[config.mk]
export PLATFORM = sky130hd
export DESIGN_NAME = squib_driver_reset_control
export DESIGN_NICKNAME = d
export VERILOG_FILES = /design/src/verilog/reset_ctrl_pkg.sv /design/src/verilog/squib_driver_reset_control.sv /design/src/verilog/level_filter.sv
export SDC_FILE = /design/constraint.sdc
export NUM_CORES = 1
export LEC_CHECK = 0
export BUFFER_PORTS_ARGS = -buffer_cell sky130_fd_sc_hd__buf_4
export CAP_MARGIN = 20
export CELL_PAD_IN_SITES_DETAIL_PLACEMENT = 0
export CELL_PAD_IN_SITES_GLOBAL_PLACEMENT = 1
export CORE_AREA = 2 2 80 82
export CTS_CLUSTER_DIAMETER = 40
export DETAILED_ROUTE_END_ITERATION = 6
export DIE_AREA = 0 0 82 84
export PLACE_DENSITY = 0.82
export REMOVE_ABC_BUFFERS = 1
export SYNTH_ARGS = -nofsm -noshare
export SYNTH_HDL_FRONTEND = slang
export SYNTH_SLANG_ARGS = --single-unit
export TNS_END_PERCENT = 5
[constraint.sdc]
create_clock -name clk -period 2.5 [get_ports clk]
set_clock_uncertainty 0.15 [all_clocks]
set_input_delay 0.25 -clock clk [delete_from_list [all_inputs] [get_ports clk]]
set_output_delay 0.25 -clock clk [all_outputs]
set_load 0.005 [all_outputs]
[src/verilog/reset_ctrl_pkg.sv]
// package for the squib driver reset and fault-shutdown control
// assumes a 100 MHz system clock; times are in nanoseconds
package reset_ctrl_pkg;
   localparam int unsigned CLK_PERIOD_NS              = 10;
   // filtered undervoltage must persist this long before it resets
   localparam int unsigned UNDERVOLTAGE_FILTER_TIME_NS = 10000;
   localparam int unsigned UNDERVOLTAGE_FILTER_CYCLES  =
      (UNDERVOLTAGE_FILTER_TIME_NS + CLK_PERIOD_NS - 1) / CLK_PERIOD_NS;
   // low pulses on the external reset shorter than this are discarded
   localparam int unsigned RESET_DEGLITCH_TIME_NS      = 2000;
   localparam int unsigned RESET_DEGLITCH_CYCLES       =
      (RESET_DEGLITCH_TIME_NS + CLK_PERIOD_NS - 1) / CLK_PERIOD_NS;
   localparam int unsigned CHANNELS                    = 4;
   localparam int unsigned CNT_W                       = 16;
endpackage

[src/verilog/squib_driver_reset_control.sv]
// combines the reset and fault sources of a four-channel squib driver
// assumes detector inputs come from analog comparators, asynchronous to clk
//
// What this block does
// - filtered undervoltage resets after filter time
// - immediate undervoltage resets with no filter delay
// - low external reset acts like supply reset
// - external reset ignored during deployment
// - undervoltage resets even during deployment
// - held external reset acts after deployment ends
// - external reset low pulses under deglitch ignored
// - bias resistor out of range resets
// - lost logic ground resets
// - lost power ground disables only low side
// - one open ground leaves other channels alone
// - open ground reported via low-side diagnostic
// - lost analog ground resets, analog out pulled up
// - deployment runs from arm-fire until timer expiry
`timescale 1ns/100ps
module squib_driver_reset_control #(
   parameter int unsigned CHANNELS        = reset_ctrl_pkg::CHANNELS,
   parameter int unsigned FILTER_CYCLES   = reset_ctrl_pkg::UNDERVOLTAGE_FILTER_CYCLES,
   parameter int unsigned DEGLITCH_CYCLES = reset_ctrl_pkg::RESET_DEGLITCH_CYCLES
) (
   // clock and reset
   input  wire logic                clk,
   input  wire logic                rst,
   // supply, reference and ground detectors (asynchronous)
   input  wire logic                below_filtered_threshold,
   input  wire logic                below_immediate_threshold,
   input  wire logic                external_reset_n,
   input  wire logic                bias_resistor_above_upper,
   input  wire logic                bias_resistor_below_lower,
   input  wire logic                logic_ground_open,
   input  wire logic                analog_ground_open,
   input  wire logic [CHANNELS-1:0] channel_power_ground_open,
   // deployment state from the firing logic (same clock)
   input  wire logic                arm_fire_accepted,
   input  wire logic                deploy_timer_expired,
   // requested drivers from the firing and diagnostic logic (same clock)
   input  wire logic [CHANNELS-1:0] high_side_request,
   input  wire logic [CHANNELS-1:0] low_side_request,
   input  wire logic [CHANNELS-1:0] low_side_diag_request,
   // gated outputs
   output logic                     internal_reset,
   output logic [CHANNELS-1:0]      high_side_output,
   output logic [CHANNELS-1:0]      low_side_output,
   output logic [CHANNELS-1:0]      low_side_diag_fail,
   output logic                     analog_measure_pullup,
   output logic                     deploy_active
);
   localparam int unsigned NSYNC = 7 + CHANNELS;

   // a deglitch of one cycle could not drop any pulse the synchroniser lets through
   if (CHANNELS < 1 || DEGLITCH_CYCLES < 2) begin
      $error("squib_driver_reset_control: CHANNELS or DEGLITCH_CYCLES out of range");
   end

   // two-stage synchroniser for every asynchronous detector
   wire [NSYNC-1:0] async_in = {channel_power_ground_open, analog_ground_open,
      logic_ground_open, bias_resistor_below_lower, bias_resistor_above_upper,
      ~external_reset_n, below_immediate_threshold, below_filtered_threshold};
   logic [NSYNC-1:0] sync1_reg;
   logic [NSYNC-1:0] sync2_reg;

   always_ff @(posedge clk or posedge rst) begin
      if (rst) begin
         sync1_reg <= '0;
         sync2_reg <= '0;
      end else begin
         sync1_reg <= async_in;
         sync2_reg <= sync1_reg;
      end
   end

   wire                uv_filt_s   = sync2_reg[0];
   wire                uv_imm_s    = sync2_reg[1];
   wire                ext_low_s   = sync2_reg[2];
   wire                bias_bad_s  = sync2_reg[3] | sync2_reg[4];
   wire                lgnd_open_s = sync2_reg[5];
   wire                analog_ground_pin_open_s = sync2_reg[6];
   wire [CHANNELS-1:0] pgnd_open_s = sync2_reg[NSYNC-1:7];

   logic uv_filt_done;
   logic ext_low_done;

   level_filter #(
      .LEN   (FILTER_CYCLES),
      .CNT_W (reset_ctrl_pkg::CNT_W)
   ) u_uv_filter (
      .clk       (clk),
      .rst       (rst),
      .level_in  (uv_filt_s),
      .level_out (uv_filt_done)
   );

   level_filter #(
      .LEN   (DEGLITCH_CYCLES),
      .CNT_W (reset_ctrl_pkg::CNT_W)
   ) u_ext_deglitch (
      .clk       (clk),
      .rst       (rst),
      .level_in  (ext_low_s),
      .level_out (ext_low_done)
   );

   // deployment window
   logic deploy_reg;
   logic deploy_next;

   assign deploy_next = arm_fire_accepted ? 1'b1
                      : (deploy_timer_expired ? 1'b0 : deploy_reg);

   // supply, reference and ground sources override deployment
   wire hard_reset = uv_filt_done
                   | uv_imm_s
                   | bias_bad_s
                   | lgnd_open_s
                   | analog_ground_pin_open_s;
   // external reset only counts outside a deployment; a held level acts after it
   wire ext_reset  = ext_low_done & ~deploy_reg;

   // combined level stays up for as long as any source is up
   wire reset_comb = hard_reset | ext_reset;

   always_ff @(posedge clk or posedge rst) begin
      if (rst) begin
         deploy_reg <= 1'b0;
      end else if (reset_comb) begin
         deploy_reg <= 1'b0;
      end else begin
         deploy_reg <= deploy_next;
      end
   end

   // registered driver gating; each channel looks only at its own ground
   logic [CHANNELS-1:0] hs_reg;
   logic [CHANNELS-1:0] ls_reg;
   logic [CHANNELS-1:0] diag_reg;
   logic                reset_reg;
   logic                pullup_reg;

   wire [CHANNELS-1:0] hs_next   = reset_comb ? '0 : high_side_request;
   wire [CHANNELS-1:0] ls_next   = reset_comb ? '0
                                 : (low_side_request & ~pgnd_open_s);
   wire [CHANNELS-1:0] diag_next = reset_comb ? '0
                                 : (low_side_diag_request & pgnd_open_s);

   always_ff @(posedge clk or posedge rst) begin
      if (rst) begin
         hs_reg     <= '0;
         ls_reg     <= '0;
         diag_reg   <= '0;
         reset_reg  <= 1'b1;
         pullup_reg <= 1'b0;
      end else begin
         hs_reg     <= hs_next;
         ls_reg     <= ls_next;
         diag_reg   <= diag_next;
         reset_reg  <= reset_comb;
         pullup_reg <= analog_ground_pin_open_s;
      end
   end

   assign internal_reset        = reset_reg;
   assign high_side_output      = hs_reg;
   assign low_side_output       = ls_reg;
   assign low_side_diag_fail    = diag_reg;
   assign analog_measure_pullup = pullup_reg;
   assign deploy_active         = deploy_reg;

   // outputs follow an immediate undervoltage one cycle after the synchroniser output rises
   imm_uv_reset_a: assert property (@(posedge clk) disable iff (rst)
      $rose(sync2_reg[1]) |=> internal_reset && high_side_output == '0)
      else $error("immediate undervoltage did not reset");

   uv_in_deploy_a: assert property (@(posedge clk) disable iff (rst)
      (deploy_reg && uv_imm_s) |=> !deploy_reg && internal_reset)
      else $error("undervoltage ignored during deployment");

   ext_masked_a: assert property (@(posedge clk) disable iff (rst)
      (deploy_reg && !hard_reset) |=> !internal_reset)
      else $error("external reset not masked in deployment");

   ext_after_a: assert property (@(posedge clk) disable iff (rst)
      (!deploy_reg && ext_low_done) |=> internal_reset && low_side_output == '0)
      else $error("held external reset did not act");

   glitch_drop_a: assert property (@(posedge clk) disable iff (rst)
      $rose(ext_low_s) |-> !ext_low_done [*2])
      else $error("external reset acted without deglitch");

   bias_reset_a: assert property (@(posedge clk) disable iff (rst)
      bias_bad_s |=> internal_reset)
      else $error("bias resistor fault did not reset");

   gnd_reset_a: assert property (@(posedge clk) disable iff (rst)
      lgnd_open_s |=> internal_reset && high_side_output == '0)
      else $error("logic ground loss did not reset");

   analog_ground_pin_reset_a: assert property (@(posedge clk) disable iff (rst)
      analog_ground_pin_open_s |=> internal_reset && analog_measure_pullup)
      else $error("analog ground loss not handled");

   pgnd_ls_a: assert property (@(posedge clk) disable iff (rst)
      (!reset_comb && high_side_request[0] && pgnd_open_s[0])
         |=> high_side_output[0] && !low_side_output[0])
      else $error("open power ground gating wrong");

   pgnd_iso_a: assert property (@(posedge clk) disable iff (rst)
      (!reset_comb && low_side_request[1] && !pgnd_open_s[1]) |=> low_side_output[1])
      else $error("open ground affected another channel");

   pgnd_diag_a: assert property (@(posedge clk) disable iff (rst)
      (!reset_comb && low_side_diag_request[0] && pgnd_open_s[0]) |=> low_side_diag_fail[0])
      else $error("open ground not reported");

   deploy_win_a: assert property (@(posedge clk) disable iff (rst)
      (arm_fire_accepted && !reset_comb) |=> deploy_active)
      else $error("deployment window not opened");

   hold_reset_a: assert property (@(posedge clk) disable iff (rst)
      reset_comb |=> internal_reset)
      else $error("combined reset released early");
endmodule

[src/verilog/level_filter.sv]
// persistence filter: out rises once in has been high for LEN cycles
// assumes in is already synchronous to clk
`timescale 1ns/100ps
module level_filter #(
   parameter int unsigned LEN   = 1,
   parameter int unsigned CNT_W = 16
) (
   // clock and reset
   input  wire logic clk,
   input  wire logic rst,
   // level in and filtered level out
   input  wire logic level_in,
   output logic      level_out
);
   logic [CNT_W-1:0] count_reg;
   logic [CNT_W-1:0] count_next;
   wire              done = (count_reg >= CNT_W'(LEN));

   // refused at elaboration: the counter must be able to reach LEN
   if (LEN < 1 || LEN >= (2 ** CNT_W)) begin
      $error("level_filter: LEN out of range");
   end

   // any drop restarts the count, so only a continuous level qualifies
   assign count_next = !level_in ? '0 : (done ? count_reg : count_reg + CNT_W'(1));

   always_ff @(posedge clk or posedge rst) begin
      if (rst) begin
         count_reg <= '0;
      end else begin
         count_reg <= count_next;
      end
   end

   assign level_out = done;
endmodule

**After elaboration in Yosys (flattened, before gate mapping)**

Index checks and enable logic that the tools add are counted.

- Reductions and logical operators: 1
- Equality and inequality tests: 2
- Add/sub/neg operators: 2
- Bitwise logic cells: 12
- Multiplexer cells: 10
- Magnitude comparators: 2

Operators with widths:

| operator | count |
|---|---|
| 16-bit 2-to-1 mux | 4 |
| 16-bit by 1-bit adder with 16-bit output (second input constant) | 2 |
| 16-bit by 10-bit >= comparator with 1-bit output (second input constant) | 1 |
| 16-bit by 8-bit >= comparator with 1-bit output (second input constant) | 1 |
| 4-bit 2-to-1 mux | 3 |
| 4-bit AND | 2 |
| 1-bit OR | 6 |
| 2-bit != test (second input constant) | 2 |
| 4-bit inverter | 1 |
| 1-bit 2-to-1 mux | 3 |
| 3-bit nonzero test | 1 |
| 1-bit inverter | 2 |
| 1-bit AND | 1 |

- Output and inout port bits: 15
- Word-level logic and storage cells: 39
- Bits of input ports: 27
- Register bits: 69

**Longest topological paths before layout**

- Depth after elaboration: 7
- Gate-level depth with buffers: 5
- Depth with buffers taken out: 4

**Hierarchy**

Synthesis repeated with hierarchy kept, for this count alone.

- Cell total of the unflattened synthesis: 205
- Area, all modules: 2696.3 um^2

Modules (own cells, without submodules):

| module | sequential area each (um^2) | area an instance (um^2) | cells an instance | instances |
|---|---|---|---|---|
| squib_driver_reset_control | 927.1 | 1202.4 | 73 | 1 |
| level_filter at u_uv_filter | 400.4 | 763.2 | 70 | 1 |
| level_filter at u_ext_deglitch | 400.4 | 730.7 | 62 | 1 |

**Worst setup path before layout**

No wires, ideal clock.

- Kind: register to register
- Start point: register u_ext_deglitch.count_reg[12]
- End point: register ls_reg[2], in the netlist low_side_output[2]
- Buffers on the path: 1
- Library setup time: 0.066 ns
- Stages on the path, launching flop included: 6
- Setup slack: 0.675 ns
- Clock period less this slack: 1.825 ns
- Required time: 2.284 ns
- Arrival time: 1.609 ns
- Path through: dfrtp_1 nor4_4 nand3_4 a2111oi_4 buf_6 and3b_1

- Longest elaborated chain between the ends: 4

RTL lines:

| what | RTL line | source |
|---|---|---|
| start: declaration | level_filter.sv:15 | `logic [CNT_W-1:0] count_reg;` |
| start signal: assignment | level_filter.sv:31 | `count_reg <= count_next;` |
| 16-bit by 8-bit >= comparator with 1-bit output | level_filter.sv:17 | `wire done = (count_reg >= CNT_W'(LEN));` |
| 1-bit AND | squib_driver_reset_control.sv:121 | `wire ext_reset = ext_low_done & ~deploy_reg;` |
| 1-bit OR | squib_driver_reset_control.sv:124 | `wire reset_comb = hard_reset \| ext_reset;` |
| 4-bit 2-to-1 mux | squib_driver_reset_control.sv:144 | `wire [CHANNELS-1:0] ls_next = reset_comb ? '0` |
| named net ls_next[2] | squib_driver_reset_control.sv:144 |  |
| end signal: assignment | squib_driver_reset_control.sv:158 | `ls_reg <= ls_next;` |
| end: declaration | squib_driver_reset_control.sv:138 | `logic [CHANNELS-1:0] ls_reg;` |

The timed path passes the listed nets, and every way through them passes these cells.
A chain may end at the register's enable or synchronous reset.

**Worst setup path in the final report**

- Start point: register u_ext_deglitch.count_reg[8]
- End point: register ls_reg[3], in the netlist low_side_output[3]

The elaborated chain is that of the path after synthesis.

==> qor.yml <==
clock_tree:
  post_cts.resized_instances: 0
  root_buffer: "clkbuf_8"
  path_clk_slew_ns: 0.07
  number_of_h_tree_branching_levels: 3
  cts_inserted_buffers: 9
  cts_num_sinks: 69
  cts_buffer_depth: 2
  tritoncts: "yes"
  insertion_delay_ns: 0.33
critical_path:
  critPathBufInv: 0
  crit_chain: "nor4_4, nand3_4, a2111oi_4, and3b_2"
  path_delay_family: "simple AND/OR/NAND/NOR gates"
  worst_path_slowest_cell: "a2111oi_4"
  crit_path_end_kind: "register"
  worst-endpoint-required_ns: 2.62
  cp_max_fo: 13
  timing.critical_path.from: "u_ext_deglitch.count_reg[8]"
  reg2reg_setup_slack_ns: 0.34
  reg2reg_from: "u_ext_deglitch.count_reg[8]"
  worst_setup_path_class: "register to register"
  critical-path-max-stage-delay_ns: 0.67
  crit_path_start_kind: "register"
  timing.critical_path.arrival_ns: 2.28
timing:
  setup_repair_after_global_routing_missed_its_margin: "false"
  least_margin_pin_slew_ns: 0.622
  fmax_mhz: 463
  max-slew-margin-rel: 0.586
  final_max_slew_viol_count: 0
  tns_ns: 0
  fin_crit_sh: 0.863
  period_needed_ns: 2.16
  setup-violations-final: 0
  hold_viol_final: 0
floorplanning:
  dieHeight_um: 84
  pin_count: 42
  starting_density_of_the_core: 0.427
  row_count: 29
  coreArea_mm2: 0.00610
  die_w_um: 82
  floorplan_die_area_mm2: 0.00689
power:
  max-vdd-ir-drop_v: 0.000398
  power_density_mw_per_mm2: 593
  design_power_total_mw: 2.01
  cellLeakagePower_nw: 1.62
routing:
  drtAntennaViolNets: 0
  finalWirelength_mm: 4.47
  wl_per_cell_um: 12.5
  detailroute.via_count: 1744
  vias_per_cell: 4.86
  first_iter_violations: 102
  drc: 0
  drtPass1Iterations: 4
cells_and_area:
  drive_gt1_frac: 0.230
  design_area_mm2: 0.00340
  layout.filler_cells: 511
  num_antenna_cells: 0
  layout-area-overhead-vs-synth_pct: 30.6
  finish.net_count: 308
  fin_cells: 359
placed_design:
  placed_instance_area_mm2: 0.00302
  routabilityCongestion: 0.903
  placed_cells_incl_taps: 321
  port_buffers: 41
  post-dp-hpwl_mm: 3.01
synth:
  synth-seq-area-share: 0.664
  number_of_synthesized_flops_with_an_enable_pin: 0
  yosysWarningCount: 0
  mappedNetlistArea_mm2: 0.00260
  synthArstFlopShare: 1.00
  syn_avg_cell_area_um2: 12.8
  post_synth_inst_count: 203
  synth-seq-cells: 69
  synth_top_flop_cell: "dfrtp_1"
  ys_types: 36
worst_hold_path:
  worst_hold_path_type: "primary input to register"
  startpoint_of_the_worst_hold_path: "low_side_request[1]"
grt:
  initial_antenna_violation_count: 0
  grtUsageTotal: 0.144
  first_global_vias: 1716
  global_route.overflow_total: 0
  first_pass_grt_wire_length_mm: 7.60
  grt_start_max_net_pins: 44
flow_run:
  cap_violations: 0
run_status:
  run_status: "complete, no violations"
[cell usage after synthesis (4+ instances only)]
cell type  number  area share
dfrtp_1        68        0.65
nand3_1         9       0.017
or3_1           6       0.014
inv_1          11       0.016
o21ai_0         8       0.015
a21oi_1        15       0.029
nand2_1        10       0.014
and2_1         18       0.043
or4_1           4       0.012
nand4_1         4      0.0096
ha_1            4       0.019
and3_1          7       0.017
nor2_1          8       0.012
[per-stage QoR]
step	setup WS [ns]	util	hold slack [ns]
finish	0.342	0.557	0.0260
global route	0.213	0.557	0.00630
CTS	0.317	0.557	0.00295
detailed placement	0.344	0.495	0.185
global placement	0.428	0.495	0.181
floorplan	0.362	-	0.131
[report_power, final]
group	internal (mW)	switching [mW]
Clock	0.357	0.373
Sequential	1.14	0.0195
Combinational	0.0675	0.0523
[cell families (layout without fill, tap and decap cells)]
kind of cell,Yosys count,count (layout),share of synthesized area
AND/OR/NAND/NOR,79,79,0.189
flip-flops,69,69,0.664
AO/OA/AOI/OAI,33,33,0.0900
buffers and inverters,14,93,0.0231
adder cells (fa/ha/maj),4,4,0.0192
XOR/XNOR,2,2,0.00674
multiplexers,2,2,0.00770
[what timing repair did]
| action | in CTS | in global routing |
|---|---|---|
| buffers inserted | 0 | 0 |
| hold endpoints to repair | 47 | 0 |
| hold buffers | 22 | 0 |
[worst paths after layout]
path	to	cells past startpoint
max	low_side_output[3]	4
min	low_side_output[1]	2
max reg2reg	low_side_output[3]	4
min reg2reg	sync2_reg[1]	0
max in group asynchronous	internal_reset	4
min in group asynchronous	sync1_reg[9]	3
[layer usage]
metal  track usage  part of all wire  vias up
met2         0.225              0.47       55
met1         0.186              0.45      833
met3        0.0617             0.068        6
li1              -                 -      850
met4        0.0318            0.0080        0
met5             0                 0        -
[placed cells by master, fill, tap and decap left out, drive strengths merged]
| master | netlist | final |
|---|---|---|
| o31ai | 3 | 3 |
| nand2 | 10 | 10 |
| mux2i | 2 | 2 |
| o41ai | 1 | 1 |
| o311ai | 1 | 1 |
| nand3 | 10 | 10 |
| and3b | 4 | 4 |
| clkbuf | 1 | 12 |
| xnor2 | 1 | 1 |
| nor3 | 3 | 3 |
| o211ai | 1 | 1 |
| or2 | 1 | 1 |
| ha | 4 | 4 |
| and3 | 7 | 7 |
| a2111o | 1 | 1 |
| or3 | 6 | 6 |
| o21ai | 8 | 8 |
| dlygate4sd3 | 0 | 22 |
| nand2b | 1 | 1 |
| dfrtp | 68 | 68 |
| buf | 1 | 43 |
| o21a | 1 | 1 |
| and2 | 18 | 18 |
| a21oi | 15 | 15 |
| inv | 11 | 11 |
| a21o | 1 | 1 |
| xor2 | 1 | 1 |
| nand4 | 4 | 4 |
| clkinvlp | 0 | 2 |
| dfstp | 1 | 1 |
| clkinv | 1 | 3 |
| nor4 | 3 | 3 |
| a2111oi | 1 | 1 |
| or4 | 4 | 4 |
| nor2 | 8 | 8 |
[area by class of cell]
class	instances	area, um2	share of cell area
Multi-Input combinational cell	120	813	0.239
Sequential cell	69	1730	0.508
Tap cell	77	96.3	0.0284
Clock inverter	4	25.0	0.00736
Timing Repair Buffer	65	556	0.163
Clock buffer	12	135	0.0398
Inverter	12	45.0	0.0133
Note: power is estimated with default switching activity, not from simulation.
